<file path="src/common/osc_ctrl_pkg.sv">
package osc_ctrl_pkg;

  // ----------------------------------------------------------
  // Register map and field layout
  // ----------------------------------------------------------
  localparam logic [11:0] OSC_CTRL_ADDR = 12'h000;
  localparam int FREQ_LSB = 4;
  localparam int EXT_RUN_BIT = 3;
  localparam int FAST_STB_BIT = 2;
  localparam int SLOW_STB_BIT = 1;
  localparam int CHOICE_BIT = 0;
  localparam logic [2:0] FREQ_RESET = 3'h6;
  localparam logic [2:0] FREQ_SLOW = 3'h0;
  localparam logic [2:0] FREQ_FAST = 3'h7;
  localparam logic CHOICE_RESET = 1'h0;

  // ----------------------------------------------------------
  // Timing
  // ----------------------------------------------------------
  localparam int CLK_PERIOD_NS = 5;
  // Longest gap between external clock edges before failure
  localparam int FAIL_TIME_NS = 100000;
  localparam int FAIL_CYCLES = FAIL_TIME_NS / CLK_PERIOD_NS;
  localparam int STARTUP_EDGES = 1024;
  // Oscillator edges seen before an internal source is stable
  localparam int WARM_EDGES = 8;

  // ----------------------------------------------------------
  // Fuse clock modes and start-up states
  // ----------------------------------------------------------
  typedef enum logic [2:0] {
    WATCH_CRYSTAL_MODE = 3'b000,
    MEDIUM_GAIN_CRYSTAL_MODE = 3'b001,
    HIGH_GAIN_CRYSTAL_MODE = 3'b010,
    EXT_LOGIC_CLK_MODE = 3'b011,
    INTERNAL_OSC_BOTH_IO_MODE = 3'b100,
    INTERNAL_OSC_CLKOUT_MODE = 3'b101,
    RESISTOR_CAP_PIN_IO_MODE = 3'b110,
    RESISTOR_CAP_CLKOUT_MODE = 3'b111
  } clock_mode_t;

  typedef enum logic [1:0] {
    SU_WAIT_TIMER = 2'b00,
    SU_COUNT = 2'b01,
    SU_DONE = 2'b10
  } startup_state_t;

endpackage

</file>
<file path="src/logic/osc_loss_watch.sv">
`timescale 1ns/1ps

// ------------------------------------------------------------
// Loss-of-clock watchdog: too long without a rising edge
// ------------------------------------------------------------
module osc_loss_watch #(
  parameter int CYCLES = 20000
) (
  input wire logic clock,
  input wire logic reset,
  input wire logic enable,
  input wire logic watched,
  output logic lost
);

  localparam int W = $clog2(CYCLES + 1);

  logic watched_prev_q;
  logic [W-1:0] idle_q;

  // Idle counter restarts on every rising edge, saturates
  always_ff @(posedge clock or posedge reset) begin
    if (reset) begin
      watched_prev_q <= 1'b0;
      idle_q <= '0;
    end else begin
      watched_prev_q <= watched;
      if (!enable || (watched && !watched_prev_q)) begin
        idle_q <= '0;
      end else if (idle_q != W'(CYCLES)) begin
        idle_q <= idle_q + 1'b1;
      end
    end
  end

  assign lost = enable && (idle_q == W'(CYCLES));

endmodule // osc_loss_watch

</file>
<file path="src/logic/osc_sync.sv">
`timescale 1ns/1ps

// ------------------------------------------------------------
// Two-flop synchroniser, one chain per bit
// ------------------------------------------------------------
module osc_sync #(
  parameter int WIDTH = 3
) (
  input wire logic clock,
  input wire logic reset,
  input wire logic [WIDTH-1:0] async_in,
  output logic [WIDTH-1:0] sync_out
);

  logic [WIDTH-1:0] meta_q;

  genvar i;
  generate
    for (i = 0; i < WIDTH; i++) begin : g_chain
      // First flop feeds only the second
      always_ff @(posedge clock or posedge reset) begin
        if (reset) begin
          meta_q[i] <= 1'b0;
          sync_out[i] <= 1'b0;
        end else begin
          meta_q[i] <= async_in[i];
          sync_out[i] <= meta_q[i];
        end
      end
    end
  endgenerate

endmodule // osc_sync

</file>
<file path="src/logic/system_clock_mode_select.sv">
// The APB slave port and the placing of the registers were decided locally.
`timescale 1ns/1ps

// Summary of operation
// - Eight clock modes come from a three-bit fuse field, not a register.
// - Logic-clock mode clocks from the input pin; output pin becomes I/O.
// - Three crystal modes: watch, medium gain, high gain, driving both pins.
// - RC clock-out mode drives the clock divided by four on the output pin.
// - RC pin-I/O mode runs from RC and frees the output pin.
// - Internal clock-out mode drives clock/4 out and frees the input pin.
// - Internal both-I/O mode frees both oscillator pins.
// - Failure monitor detects lost external clock and falls back to internal.
// - Two internal oscillators: fast 8 MHz and slow 31 kHz.
// - Frequency field 111..001 gives 8 MHz..125 kHz, 000 slow; resets 110.
// - Running flag is 1 on the fuse-chosen clock, 0 on internal.
// - Running flag resets 0 with two-speed crystal or monitor, else 1.
// - Fast-stable flag reads 1 once fast oscillator is stable, resets 0.
// - Slow-stable flag reads 1 once slow oscillator is stable, resets 0.
// - Choice bit 1 selects internal clock; 0, its reset value, follows fuse.
// - Top register bit reads 0 and ignores writes.
// - Crystal modes without two-speed hold execution until 1024 oscillator cycles after the power-up timer.
// - Logic-clock mode disables the start-up counter, no added delay.
// - Fast oscillator enabled when frequency nonzero and choice or two-speed.
module system_clock_mode_select #(
  parameter int FAIL_CYCLES = osc_ctrl_pkg::FAIL_CYCLES
) (
  input wire logic clock,
  input wire logic reset,
  input wire logic psel,
  input wire logic penable,
  input wire logic pwrite,
  input wire logic [11:0] paddr,
  input wire logic [31:0] pwdata,
  output logic [31:0] prdata,
  output logic pready,
  output logic pslverr,
  input wire logic [2:0] fuse_clock_mode,
  input wire logic fuse_two_speed_en,
  input wire logic fuse_fail_monitor_en,
  input wire logic power_up_timer_done,
  input wire logic sleep_wake,
  input wire logic clock_input_pin,
  input wire logic fast_internal_osc,
  input wire logic slow_internal_osc,
  output logic fast_osc_enable,
  output logic osc_amp_enable,
  output logic [1:0] osc_amp_gain,
  output logic clock_output_pin_o,
  output logic clock_output_pin_oe,
  output logic clock_input_pin_is_gpio,
  output logic clock_output_pin_is_gpio,
  output logic sys_clk_out,
  output logic hold_execution,
  output logic clock_failed
);

  // ----------------------------------------------------------
  // Fuse capture
  // ----------------------------------------------------------
  osc_ctrl_pkg::clock_mode_t mode_q;
  logic cfg_valid_q;
  logic two_speed_q;
  logic fail_mon_q;
  logic is_crystal;
  logic is_internal;

  // fuse mode capture
  // Straps are caught on the first edge after reset release
  always_ff @(posedge clock or posedge reset) begin
    if (reset) begin
      cfg_valid_q <= 1'b0;
      mode_q <= osc_ctrl_pkg::EXT_LOGIC_CLK_MODE;
      two_speed_q <= 1'b0;
      fail_mon_q <= 1'b0;
    end else if (!cfg_valid_q) begin
      cfg_valid_q <= 1'b1;
      mode_q <= osc_ctrl_pkg::clock_mode_t'(fuse_clock_mode);
      two_speed_q <= fuse_two_speed_en;
      fail_mon_q <= fuse_fail_monitor_en;
    end
  end

  assign is_crystal = (mode_q == osc_ctrl_pkg::WATCH_CRYSTAL_MODE)
    || (mode_q == osc_ctrl_pkg::MEDIUM_GAIN_CRYSTAL_MODE)
    || (mode_q == osc_ctrl_pkg::HIGH_GAIN_CRYSTAL_MODE);
  assign is_internal = (mode_q == osc_ctrl_pkg::INTERNAL_OSC_BOTH_IO_MODE)
    || (mode_q == osc_ctrl_pkg::INTERNAL_OSC_CLKOUT_MODE);

  // ----------------------------------------------------------
  // Oscillator sampling
  // ----------------------------------------------------------
  logic ext_s;
  logic fast_s;
  logic slow_s;
  logic ext_prev_q;
  logic fast_prev_q;
  logic slow_prev_q;
  logic ext_rise;
  logic fast_rise;
  logic slow_rise;

  osc_sync #(
    .WIDTH(3)
  ) u_sync (
    .clock(clock),
    .reset(reset),
    .async_in({clock_input_pin, fast_internal_osc, slow_internal_osc}),
    .sync_out({ext_s, fast_s, slow_s})
  );

  // Edge history, read from the second synchroniser flop only
  always_ff @(posedge clock or posedge reset) begin
    if (reset) begin
      ext_prev_q <= 1'b0;
      fast_prev_q <= 1'b0;
      slow_prev_q <= 1'b0;
    end else begin
      ext_prev_q <= ext_s;
      fast_prev_q <= fast_s;
      slow_prev_q <= slow_s;
    end
  end

  assign ext_rise = ext_s && !ext_prev_q;
  assign fast_rise = fast_s && !fast_prev_q;
  assign slow_rise = slow_s && !slow_prev_q;

  // ----------------------------------------------------------
  // Register file
  // ----------------------------------------------------------
  logic [2:0] freq_q;
  logic choice_q;
  logic sel_fuse_q;
  logic [1:0] stable_q;
  logic fail_q;
  logic [31:0] prdata_q;
  logic hit;
  logic [7:0] ctrl_view;

  assign hit = (paddr == osc_ctrl_pkg::OSC_CTRL_ADDR);

  assign ctrl_view = {1'b0, freq_q, sel_fuse_q, stable_q, choice_q};

  // only frequency and choice are writable
  always_ff @(posedge clock or posedge reset) begin
    if (reset) begin
      freq_q <= osc_ctrl_pkg::FREQ_RESET;
      choice_q <= osc_ctrl_pkg::CHOICE_RESET;
    end else if (psel && penable && pwrite && hit) begin
      freq_q <= pwdata[osc_ctrl_pkg::FREQ_LSB +: 3];
      choice_q <= pwdata[osc_ctrl_pkg::CHOICE_BIT];
    end
  end

  // Read data settles in the setup cycle so the access needs no wait
  always_ff @(posedge clock or posedge reset) begin
    if (reset) begin
      prdata_q <= 32'h0000_0000;
    end else if (psel && !penable) begin
      prdata_q <= hit ? {24'h00_0000, ctrl_view} : 32'h0000_0000;
    end
  end

  assign prdata = prdata_q;
  assign pready = 1'b1;
  assign pslverr = psel && penable && !hit;

  // ----------------------------------------------------------
  // Internal oscillators and postscaler
  // ----------------------------------------------------------
  logic [7:0] post_q;
  logic [2:0] post_idx;
  logic int_src;
  logic [1:0] osc_rise;
  logic [1:0] osc_on;
  logic [3:0] warm_q [2];

  // fast oscillator enable
  // Also kept on for internal modes and after a failover
  assign fast_osc_enable = cfg_valid_q && (freq_q != osc_ctrl_pkg::FREQ_SLOW)
    && (choice_q || two_speed_q || is_internal || fail_q);

  always_ff @(posedge clock or posedge reset) begin
    if (reset) begin
      post_q <= 8'h00;
    end else if (!fast_osc_enable) begin
      post_q <= 8'h00;
    end else if (fast_rise) begin
      post_q <= post_q + 8'h01;
    end
  end

  // frequency code decode
  // Code 6 picks bit 0 (half rate) down to code 1 picking bit 5
  assign post_idx = 3'h6 - freq_q;
  assign int_src = (freq_q == osc_ctrl_pkg::FREQ_SLOW) ? slow_s
    : (freq_q == osc_ctrl_pkg::FREQ_FAST) ? fast_s
    : post_q[post_idx];

  assign osc_rise = {fast_rise, slow_rise};
  assign osc_on = {fast_osc_enable, 1'b1};

  // slow and fast stable flags
  // Stability is judged by counting edges of a running source
  genvar g;
  generate
    for (g = 0; g < 2; g++) begin : g_warm
      always_ff @(posedge clock or posedge reset) begin
        if (reset) begin
          warm_q[g] <= 4'h0;
          stable_q[g] <= 1'b0;
        end else if (!osc_on[g]) begin
          warm_q[g] <= 4'h0;
          stable_q[g] <= 1'b0;
        end else if (osc_rise[g] && !stable_q[g]) begin
          warm_q[g] <= warm_q[g] + 4'h1;
          stable_q[g] <= (warm_q[g] == 4'(osc_ctrl_pkg::WARM_EDGES - 1));
        end
      end
    end
  endgenerate

  // ----------------------------------------------------------
  // Crystal start-up counter
  // ----------------------------------------------------------
  osc_ctrl_pkg::startup_state_t su_q;
  logic [10:0] su_cnt_q;

  // logic-clock and RC modes skip the count
  always_ff @(posedge clock or posedge reset) begin
    if (reset) begin
      su_q <= osc_ctrl_pkg::SU_WAIT_TIMER;
      su_cnt_q <= 11'h000;
    end else if (cfg_valid_q) begin
      case (su_q)
        osc_ctrl_pkg::SU_WAIT_TIMER: begin
          su_cnt_q <= 11'h000;
          if (!is_crystal) begin
            su_q <= osc_ctrl_pkg::SU_DONE;
          end else if (power_up_timer_done) begin
            su_q <= osc_ctrl_pkg::SU_COUNT;
          end
        end
        osc_ctrl_pkg::SU_COUNT: begin
          if (ext_rise) begin
            su_cnt_q <= su_cnt_q + 11'h001;
            if (su_cnt_q == 11'(osc_ctrl_pkg::STARTUP_EDGES - 1)) begin
              su_q <= osc_ctrl_pkg::SU_DONE;
            end
          end
        end
        osc_ctrl_pkg::SU_DONE: begin
          su_cnt_q <= 11'h000;
          if (sleep_wake && is_crystal) begin
            su_q <= osc_ctrl_pkg::SU_COUNT;
          end
        end
        default: begin
          su_q <= osc_ctrl_pkg::SU_WAIT_TIMER;
        end
      endcase
    end
  end

  // Two-speed start-up lets code run on the internal clock meanwhile
  assign hold_execution = !cfg_valid_q || ((su_q != osc_ctrl_pkg::SU_DONE)
    && !(two_speed_q && is_crystal));

  // ----------------------------------------------------------
  // Failure monitor
  // ----------------------------------------------------------
  logic lost;
  logic watch_en;

  // monitor external sources
  // A crystal still starting up is not counted as failed
  assign watch_en = cfg_valid_q && fail_mon_q && !is_internal
    && (su_q == osc_ctrl_pkg::SU_DONE);

  osc_loss_watch #(
    .CYCLES(FAIL_CYCLES)
  ) u_watch (
    .clock(clock),
    .reset(reset),
    .enable(watch_en),
    .watched(ext_s),
    .lost(lost)
  );

  // Failover stays until the next reset
  always_ff @(posedge clock or posedge reset) begin
    if (reset) begin
      fail_q <= 1'b0;
    end else if (lost) begin
      fail_q <= 1'b1;
    end
  end

  assign clock_failed = fail_q;

  // ----------------------------------------------------------
  // Glitch-free source switch
  // ----------------------------------------------------------
  logic fuse_src;
  logic want_fuse;
  logic old_src;
  logic new_src;
  logic sys_clk_q;
  logic sys_prev_q;
  logic div_q;
  logic clkout_q;
  logic switch_now;

  // external sources use the input pin
  // internal modes feed the internal source
  assign fuse_src = is_internal ? int_src : ext_s;

  assign want_fuse = !(choice_q || fail_q
    || (two_speed_q && is_crystal && (su_q != osc_ctrl_pkg::SU_DONE)));
  assign old_src = sel_fuse_q ? fuse_src : int_src;
  assign new_src = sel_fuse_q ? int_src : fuse_src;

  // A dead source may be stuck high, so failover waits on the new one only
  assign switch_now = (want_fuse != sel_fuse_q) && !new_src && (!old_src || fail_q);

  always_ff @(posedge clock or posedge reset) begin
    if (reset) begin
      sel_fuse_q <= 1'b1;
    end else if (!cfg_valid_q) begin
      sel_fuse_q <= !((fuse_two_speed_en && (fuse_clock_mode < 3'h3))
        || fuse_fail_monitor_en);
    end else if (switch_now) begin
      sel_fuse_q <= want_fuse;
    end
  end

  // System clock and clock-out divider
  always_ff @(posedge clock or posedge reset) begin
    if (reset) begin
      sys_clk_q <= 1'b0;
      sys_prev_q <= 1'b0;
      div_q <= 1'b0;
      clkout_q <= 1'b0;
    end else begin
      // Low on a change edge, so a stuck-high old source leaves no runt
      sys_clk_q <= cfg_valid_q && old_src && !switch_now;
      sys_prev_q <= sys_clk_q;
      if (sys_clk_q && !sys_prev_q) begin
        div_q <= !div_q;
        if (div_q) begin
          clkout_q <= !clkout_q;
        end
      end
    end
  end

  assign sys_clk_out = sys_clk_q;

  // ----------------------------------------------------------
  // Pin ownership
  // ----------------------------------------------------------
  // RC and internal clock-out
  assign clock_output_pin_o = clkout_q;
  assign clock_output_pin_oe = cfg_valid_q
    && ((mode_q == osc_ctrl_pkg::RESISTOR_CAP_CLKOUT_MODE)
    || (mode_q == osc_ctrl_pkg::INTERNAL_OSC_CLKOUT_MODE));

  assign clock_output_pin_is_gpio = cfg_valid_q
    && ((mode_q == osc_ctrl_pkg::EXT_LOGIC_CLK_MODE)
    || (mode_q == osc_ctrl_pkg::RESISTOR_CAP_PIN_IO_MODE)
    || (mode_q == osc_ctrl_pkg::INTERNAL_OSC_BOTH_IO_MODE));
  assign clock_input_pin_is_gpio = cfg_valid_q && is_internal;

  assign osc_amp_enable = cfg_valid_q && is_crystal;
  assign osc_amp_gain = is_crystal ? mode_q[1:0] : 2'h0;
endmodule // system_clock_mode_select

</file>
<file path="config.mk">
export PLATFORM = sky130hd
export DESIGN_NAME = system_clock_mode_select
export DESIGN_NICKNAME = d
export VERILOG_FILES = /design/src/common/osc_ctrl_pkg.sv /design/src/logic/osc_loss_watch.sv /design/src/logic/osc_sync.sv /design/src/logic/system_clock_mode_select.sv
export SDC_FILE = /design/constraint.sdc
export NUM_CORES = 1
export LEC_CHECK = 0
export ABC_AREA = 1
export BUFFER_PORTS_ARGS = -buffer_cell sky130_fd_sc_hd__buf_2
export CORE_MARGIN = 5
export CORE_UTILIZATION = 53
export DETAILED_ROUTE_END_ITERATION = 16
export HOLD_SLACK_MARGIN = 0.05
export PLACE_DENSITY = 0.8
export SKIP_CTS_REPAIR_TIMING = 1
export SYNTH_ARGS = -nofsm -noshare
export SYNTH_HDL_FRONTEND = slang
export SYNTH_SLANG_ARGS = --single-unit
</file>
<file path="constraint.sdc">
create_clock -name clock -period 3.2 [get_ports clock]
set_clock_uncertainty 0.15 [all_clocks]
set_input_delay 0.32 -clock clock [delete_from_list [all_inputs] [get_ports clock]]
set_output_delay 0.32 -clock clock [all_outputs]
set_load 0.1 [all_outputs]
</file>
* After elaboration in Yosys (flattened, before gate mapping) *
Cells that the tools add are included.

cells by class
  reduce and logical (&&, ||, !) cells = 75
  add/sub/neg operators = 6
  order comparisons = 2
  equal/unequal tests = 24
  multiplexer cells = 27

operator list
  operator                                                                 number
  1-bit logical AND                                                        30
  15-bit 2-to-1 mux                                                        2
  11-bit one-hot mux with 2 select lines                                   1
  1-bit zero test                                                          19
  8-bit 2-to-1 mux                                                         2
  15-bit by 1-bit adder with 15-bit output, second input constant          1
  15-bit equality test, second input constant                              1
  3-bit equality test, second input constant                               5
  1-bit logical OR                                                         15
  15-bit inequality test, second input constant                            1
  12-bit zero test                                                         1
  2-bit 2-to-1 mux                                                         6
  11-bit by 1-bit adder with 11-bit output, second input constant          1
  11-bit by 10-bit equality test with 1-bit output, second input constant  1
  11-bit 2-to-1 mux                                                        1
  1-bit 2-to-1 mux                                                         10
  4-bit by 1-bit adder with 4-bit output, second input constant            2
  8-bit by 1-bit adder with 8-bit output, second input constant            1
  4-bit by 3-bit equality test with 1-bit output, second input constant    2
  4-bit 2-to-1 mux                                                         2
  2-bit inequality test, second input constant                             4
  7-bit 2-to-1 mux                                                         1
  3-bit by 2-bit equality test with 1-bit output, second input constant    2
  3-bit zero test                                                          2
  18 further kinds                                                         21

word-level totals
  output and inout port bits = 45
  flip-flop bits (word level) = 103
  input bits = 59
  logic and storage cells = 164

* Logic depth before layout (Yosys ltp) *
Gate-level depths: netlist (run 1).

  depth in word-level cells = 12
  mapped depth = 15
  depth with buffers taken out = 15

* Modules after synthesis *
Synthesis (run 1) repeated with hierarchy kept, for this count alone.

second synthesis, totals
  cells, all modules = 517
  area total of the unflattened synthesis = 4147.7 um^2

modules (own cells, without submodules)
  module                    area an instance (um^2)  cells each  times used  seq. area each (um^2)
  system_clock_mode_select  3050.4                   370         1           1432.6
  osc_loss_watch            943.4                    140         1           400.4
  osc_sync                  153.9                    7           1           150.1

* Worst setup path before layout (run 1) *
OpenSTA, ideal clock, no wires.

  kind = register to output
  start point = register mode_q[0]
  end point = output port hold_execution
  cell stages (with the launch flop) = 5
  data required time = 2.730 ns
  path slack = -0.093 ns
  buffers on the path = 0
  arrival = 2.823 ns
  path through = dfstp_2 > nand2_1 > nand2_1 > nor2_1 > o21ai_0

on the way
  word-level cells in the longest chain between the ends = 7
  elaborated cells between the ends (all ways) = 9
  those cells by class = 2 x eq/ne; 7 x reduce/logical

ends and longest elaborated chain
  item                                                                               RTL line                                                        source
  start: declaration                                                                 system_clock_mode_select.sv:60                                  osc_ctrl_pkg::clock_mode_t mode_q;
  start signal: assignment                                                           system_clock_mode_select.sv:72                                  mode_q <= osc_ctrl_pkg::EXT_LOGIC_CLK_MODE;
  start signal: assignment                                                           system_clock_mode_select.sv:77                                  mode_q <= osc_ctrl_pkg::clock_mode_t'(fuse_clock_mode);
  3-bit by 1-bit equality test with 1-bit output or 3-bit zero test (tied branches)  system_clock_mode_select.sv:84, system_clock_mode_select.sv:83
  1-bit logical OR                                                                   system_clock_mode_select.sv:84                                  || (mode_q == osc_ctrl_pkg::MEDIUM_GAIN_CRYSTAL_MODE)
  1-bit logical OR *                                                                 system_clock_mode_select.sv:85                                  || (mode_q == osc_ctrl_pkg::HIGH_GAIN_CRYSTAL_MODE);
  1-bit logical AND *                                                                system_clock_mode_select.sv:267                                 && !(two_speed_q && is_crystal));
  1-bit zero test *                                                                  system_clock_mode_select.sv:267
  1-bit logical AND *                                                                system_clock_mode_select.sv:267
  1-bit logical OR *                                                                 system_clock_mode_select.sv:266                                 assign hold_execution = !cfg_valid_q || ((su_q != osc_ctrl_pkg::SU_DONE)
  end: declaration                                                                   system_clock_mode_select.sv:53                                  output logic hold_execution,

Mark *: on every way between the ends. The rest lies on a longest branch, timed or not.

* Worst setup path after layout (run 1) *
  start point = register cfg_valid_q
  end point = output port fast_osc_enable

on the way
  word-level cells in the longest chain between the ends = 2

ends and longest elaborated chain
  item                      RTL line                         source
  start: declaration        system_clock_mode_select.sv:61   logic cfg_valid_q;
  start signal: assignment  system_clock_mode_select.sv:71   cfg_valid_q <= 1'b0;
  start signal: assignment  system_clock_mode_select.sv:76   cfg_valid_q <= 1'b1;
  1-bit logical AND         system_clock_mode_select.sv:180  assign fast_osc_enable = cfg_valid_q && (freq_q != osc_ctrl_pkg::FREQ_SLOW)
  1-bit logical AND         system_clock_mode_select.sv:181  && (choice_q || two_speed_q || is_internal || fail_q);
  end: declaration          system_clock_mode_select.sv:45   output logic fast_osc_enable,

No other way between the ends.

==> results of run 1 <==
==> per-stage QoR <==
| step | hold slack (ps) | util (%) | instances | power, mW | instance area [um2] |
|---|---|---|---|---|---|
| 3_5_place_dp | 184.7 | 58.61 | 615 | 1.633 | 4297 |
| 4_1_cts | -92.80 | 60.81 | 631 | 2.266 | 4458 |
| 3_3_place_gp | 182.7 | 58.61 | 615 | 1.616 | 4297 |
| 5_1_grt | 62.51 | 61.77 | 638 | 2.366 | 4528 |
| 6_report | 48.14 | 61.77 | 638 | 2.246 | 4528 |
| 2_1_floorplan | 181.2 | - | 494 | 1.567 | 4108 |
==> cells in the final DEF (no fill, tap or decap), types with 4 or more instances in the layout <==
| cell | synthesis | final |
|---|---|---|
| dlygate4sd3_1 | 0 | 7 |
| ha_1 | 9 | 9 |
| nor4_1 | 7 | 7 |
| dfrtp_1 | 73 | 73 |
| a21oi_1 | 24 | 24 |
| nor3b_1 | 4 | 4 |
| dfstp_2 | 5 | 5 |
| clkbuf_8 | 0 | 10 |
| conb_1 | 2 | 27 |
| nor2_1 | 45 | 45 |
| nand2_1 | 83 | 83 |
| nand3_1 | 25 | 25 |
| xor2_1 | 6 | 6 |
| nor3_1 | 13 | 13 |
| buf_2 | 1 | 49 |
| nand2_2 | 5 | 5 |
| mux2_2 | 5 | 5 |
| nor3_2 | 4 | 4 |
| inv_2 | 3 | 4 |
| inv_1 | 64 | 63 |
| o21ai_0 | 33 | 32 |
| clkbuf_1 | 2 | 5 |
| o31ai_1 | 6 | 6 |
==> state kept, by name, indices dropped and copies added (netlist names), 2 cells and up <==
name	count
u_watch.idle_q	15
su_cnt_q	11
post_q	8
warm_q	8
prdata	7
freq_q	3
mode_q	3
u_sync.meta_q	3
u_sync.sync_out	3
ctrl_view	2
su_q	2
==> layout make-up <==
class	instances	area share, %
sequential	78	43.24
multi-input combinational	319	37.25
timing repair buffer	58	7.571
inverter	68	5.637
clock buffer	15	3.454
tap	99	2.736
clock inverter	1	0.1105
==> path summary, 6_finish.rpt <==
path | to | slack (ps)
setup / recovery | fast_osc_enable | 580
hold / removal | two_speed_q$_DFFE_PP0N_ | 50
setup reg to reg | sel_fuse_q$_DFFE_PP1P_ | 1020
hold reg to reg | u_sync.sync_out[0]$_DFF_PP0_ | 200
max in group asynchronous | sel_fuse_q$_DFFE_PP1P_ | 1670
min in group asynchronous | warm_q[7]$_DFFE_PP0P_ | 500
==> logic make-up (layout without fill, tap and decap cells) <==
logic type | count (synthesis) | in the layout
buffers and inverters | 97 | 142
flip-flops | 78 | 78
multiplexers | 5 | 5
XOR/XNOR | 7 | 7
other | 2 | 27
adder cells (fa/ha/maj) | 9 | 9
AO/OA/AOI/OAI | 71 | 71
AND/OR/NAND/NOR | 200 | 200
==> worst max-delay path: cells and delay by family, from the launching register on <==
family          cells  cell delay (ps)
flops               1              580
compound gates      1              190
buf+inv             3              860
simple gates        1              160
==> power by group <==
part	internal (mW)	switching, mW
clock	0.304	0.323
sequential	1.07	0.0608
combinational	0.107	0.379
total	1.48	0.762
==> metal layers <==
layer  up-vias  part of all wire (%)  track usage (%)
li1       1599                     -                -
met1      1552                    45            22.72
met4         0                   1.3            6.371
met5         -                     0                0
met2       108                    47            27.39
met3        10                   6.9            5.540
==> results.sh, run 1 <==
export IMPL_async_flop_share_pct=100.0
export IMPL_r2r_start="freq_q[0]$_DFFE_PP0P_"
export IMPL_grt_pass1_vias=3072
export IMPL_finalNetCount=602
export IMPL_gp_congestion=0.8899
export IMPL_wl_per_cell_um=12.44
export IMPL_synth_compound_area_share_pct=9.757
export IMPL_htreeDepth=3
export IMPL_fill_cells=611
export IMPL_fp_dieArea_mm2=0.009414
export IMPL_num_rows=31
export IMPL_synth_distinct_cells=41
export IMPL_area_growth_pct=12.81
export IMPL_hold_path_class="primary input to register"
export IMPL_slew_headroom_pct=51.83
export IMPL_hold_path_startpoint="fuse_two_speed_en"
export IMPL_crit_type="register to primary output"
export IMPL_gr_total_overflow=0
export IMPL_finalCriticalPeriod_ps=2621
export IMPL_multi_input_area_mm2=0.001687
export IMPL_cp_arrival_ps=2150
export IMPL_synth_mux_area_share_pct=1.403
export IMPL_drt_iter0_markers=188
export IMPL_start_util_pct=54.75
export IMPL_crit_start="cfg_valid_q$_DFF_PP0_"
export IMPL_cts_tree="yes"
export IMPL_yosys_warnings=0
export IMPL_n_antenna_cell=0
export IMPL_clock_path_buffers=2
export IMPL_worstMarginPinSlew_ps=713.5
export IMPL_root_buffer="clkbuf_8"
export IMPL_die_h_um=97.03
export IMPL_synth_top_family_by_area="simple AND/OR/NAND/NOR gates"
export IMPL_path_max_fanout=13
export IMPL_maxSlewViolCount=0
export IMPL_cp_cell_sequence="clkinv_1, a21oi_1, nand2_1, inv_1, buf_2"
export IMPL_grt_max_degree=45
export IMPL_ant_nets=0
export IMPL_dpl_hpwl_mm=6.038
export IMPL_fin_tns_setup_ps=0
export IMPL_grt_usage_pct=17.46
export IMPL_vias=3269
export IMPL_cpPeakStageDelay_ps=580
export IMPL_port_buffers=49
export IMPL_drc=0
export IMPL_antenna_found_initial=0
export IMPL_routed_wl_mm=7.936
export IMPL_setup_ws_ps=579.4
export IMPL_power_density_mw_per_mm2=496.0
export IMPL_synthAdderAreaFrac_pct=2.805
export IMPL_vias_per_cell=5.124
export IMPL_syn_area_mm2=0.004014
export IMPL_synth_xor_area_share_pct=1.527
export IMPL_ys_flop_type="dfrtp_1"
export IMPL_clk_pin_slew_ps=80
export IMPL_worst_setup_path_end_kind="primary output"
export IMPL_fin_crit_sh_pct=81.89
export IMPL_clkLatencyLatePin_ps=350
export IMPL_p_leak_nw=2.212
export IMPL_start_kind="register"
export IMPL_place_ws_ps=961.3
export IMPL_rsz0062_at_grt="false"
export IMPL_synth_most_common_cell="nand2_1"
export IMPL_synth_common_cells="83 x nand2_1, 73 x dfrtp_1, 64 x inv_1, 45 x nor2_1, 33 x o21ai_0"
export IMPL_r2r_cells=15
export IMPL_holdPathStages=3
export IMPL_die_width_um=97.03
export IMPL_setup_violations=0
export IMPL_grt_pass1_wl_mm=13.73
export IMPL_avgSynthCellArea_um2=8.558
export IMPL_ys_seq_elements=78
export IMPL_synth_largest_area_cell="dfrtp_1"
export IMPL_synthDominantCellAreaShare_pct=45.51
export IMPL_max_cap_viol_count=0
export IMPL_outcome="complete, no violations"
export IMPL_worst_path_max_delay_cell="dfrtp_1"
export IMPL_drive_above_1_share_pct=17.63
export IMPL_synth_seq_area_share_pct=48.78
export IMPL_cp_required_ps=2730
export IMPL_synthTopCellsByArea="dfrtp_1 46%, nand2_1 7.8%, inv_1 6.0%"
export IMPL_pin_count=104
export IMPL_syn_inst=469
export IMPL_synth_simple_gate_area_share_pct=24.00
export IMPL_ir_worst_vdd_uv=205.0
export IMPL_hold_violations=0
export IMPL_synth_edf_count=0
export IMPL_seq_area_mm2=0.001958
export IMPL_timing_fmax_mhz=381.6
export IMPL_firstDrtPassIters=4
export IMPL_numCtsBuffers=9
export IMPL_core_mm2=0.007331
export IMPL_clkSinkCount=78
(Power assumes the default switching activity.)
==> inputs of run 2 (changes only) <==
Settings changed: CORE_UTILIZATION 53 to 48, PLACE_DENSITY 0.8 to 0.76.
Clock period 3.2 ns to 2.25 ns, I/O delays scaled along.
==> run 2 against run 1 <==
  * Utilization decreased by 3.4 points
  * Critical endpoint unchanged
  * Total power is 55% higher
  * Setup slack lost 490 ps
  * Global-route usage shrank 1.4 points
  * Critical path type unchanged
  * Register-to-register slack got worse by 840 ps
  * First-iteration DRC count down 22%
==> results.sh, run 2 (synthesis results as in run 1) <==
export IMPL_outcome="complete, no violations"
export IMPL_worst_setup_path_end_kind="primary output"
export IMPL_power_density_mw_per_mm2=731.9
export IMPL_rrSetupSlack_ps=180
export IMPL_reg_top3="u_watch.idle_q x15, su_cnt_q x11"
export IMPL_die_width_um=101.4
export IMPL_gr_total_overflow=0
export IMPL_largest_reg_flops=15
export IMPL_vias_per_cell=4.994
export IMPL_routed_wl_mm=8.235
export IMPL_cp_required_ps=1880
export IMPL_p_leak_nw=2.291
export IMPL_drt_iter0_markers=147
export IMPL_drc=0
export IMPL_setup_violations=0
export IMPL_crit_start="freq_q[1]$_DFFE_PP1P_"
export IMPL_n_antenna_cell=0
export IMPL_htreeDepth=3
export IMPL_firstDrtPassIters=4
export IMPL_hold_path_class="primary input to register"
export IMPL_wl_per_cell_um=12.52
export IMPL_num_rows=33
export IMPL_ant_nets=0
export IMPL_grt_pass1_wl_mm=13.41
export IMPL_grt_pass1_vias=3142
export IMPL_start_util_pct=49.10
export IMPL_numCtsBuffers=9
export IMPL_drive_above_1_share_pct=20.61
export IMPL_post_route_util_pct=58.36
export IMPL_place_ws_ps=181.7
export IMPL_grt_max_degree=66
export IMPL_r2r_cells=14
export IMPL_fill_cells=691
export IMPL_antenna_found_initial=0
export IMPL_port_buffers=49
export IMPL_r2r_start="freq_q[1]$_DFFE_PP1P_"
export IMPL_clk_pin_slew_ps=80
export IMPL_p_total_mw=3.492
export IMPL_crit_end="fast_osc_enable"
export IMPL_clock_path_buffers=2
export IMPL_slew_headroom_pct=50.51
export IMPL_fp_dieArea_mm2=0.01029
export IMPL_worstMarginPinSlew_ps=733.0
export IMPL_fin_cells=658
export IMPL_finalCriticalPeriod_ps=2157
export IMPL_max_cap_viol_count=0
export IMPL_final_common_cell="nand2_1"
export IMPL_path_max_fanout=6
export IMPL_largest_register="u_watch.idle_q"
export IMPL_cts_tree="yes"
export IMPL_final_cell_mix="82 x nand2_1, 72 x dfrtp_1, 62 x inv_1"
export IMPL_timing_fmax_mhz=463.7
export IMPL_grt_usage_pct=16.09
export IMPL_pin_count=104
export IMPL_dpl_cell_count=623
export IMPL_setup_ws_ps=93.42
export IMPL_maxSlewViolCount=0
export IMPL_cp_arrival_ps=1780
export IMPL_start_kind="register"
export IMPL_gp_congestion=0.7830
export IMPL_core_mm2=0.008175
export IMPL_clkLatencyLatePin_ps=350
export IMPL_root_buffer="clkbuf_8"
export IMPL_ir_worst_vdd_uv=323.8
export IMPL_dpl_hpwl_mm=6.122
export IMPL_hold_violations=0
export IMPL_die_h_um=101.4
export IMPL_crit_type="register to primary output"
export IMPL_finalNetCount=616
export IMPL_rr_endpoint="sys_clk_out$_DFF_PP0_"
export IMPL_vias=3286
export IMPL_fin_crit_sh_pct=95.85
export IMPL_clkSinkCount=78
export IMPL_area_growth_pct=18.86
export IMPL_fin_tns_setup_ps=0
-- run 2: cell count changes in the layout (fill, tap and decap cells not counted), moves of 2 or more --
cell,previous run,this run
buf_2,49,47
clkbuf_1,5,3
dlygate4sd3_1,7,13
nor2_1,45,41
clkinvlp_4,0,3
buf_12,1,3
nor2_2,2,6
bufinv_16,0,2
buf_4,1,9
-- run 2: area by class of cell --
type                            instances  area (um2)  area share [%]
Sequential cell                        78        1959           41.07
Multi-Input combinational cell        319        1708           35.80
Timing Repair Buffer                   72       493.0           10.33
Inverter                               68       262.8           5.507
Clock buffer                           13       148.9           3.121
Tap cell                              105       131.4           2.754
Clock inverter                          3       67.56           1.416
-- run 2: report_power, final --
group	leakage, nW	switching, mW	internal, mW
Clock	0.104	0.491	0.657
Sequential	1.01	0.0903	1.53
Combinational	1.18	0.556	0.172
Total	2.29	1.14	2.35
-- run 2: worst min-delay path by stage --
stage | start | slack (ps) | endpoint | depth (start not counted)
finish | pwrite | 140 | freq_q[1]$_DFFE_PP1P_ | 3
global route | pwrite | 160 | freq_q[1]$_DFFE_PP1P_ | 3
CTS | reset | -320 | choice_q$_DFFE_PP0P_ | 2
detailed placement | reset | 70 | post_q[4]$_DFFE_PP0P_ | 2
global placement | reset | 70 | post_q[4]$_DFFE_PP0P_ | 2
floorplan | slow_internal_osc | 110 | u_sync.meta_q[0]$_DFF_PP0_ | 0
-- run 2: through the flow --
| step | hold WS (ps) | area (um2) |
|---|---|---|
| floorplan | 106.4 | 4125 |
| global placement | 66.63 | 4367 |
| detailed placement | 69.15 | 4367 |
| CTS | -315.4 | 4583 |
| global route | 155.9 | 4771 |
| finish | 143.6 | 4771 |
-- run 2: layer usage --
| metal | up-vias | share of wire [%] | GRT usage [%] |
|---|---|---|---|
| met3 | 19 | 6.5 | 3.375 |
| met4 | 0 | 2.5 | 6.953 |
| li1 | 1634 | - | - |
| met5 | - | 0 | 0 |
| met1 | 1533 | 44 | 20.62 |
| met2 | 100 | 47 | 26.41 |
-- run 2: critical path, cell delays in order (launching register included) --
cell	delay (ps)
dfstp_2	550
inv_1	50
ha_1	200
a21oi_2	160
nand2_2	110
clkinvlp_4	160
buf_12	190
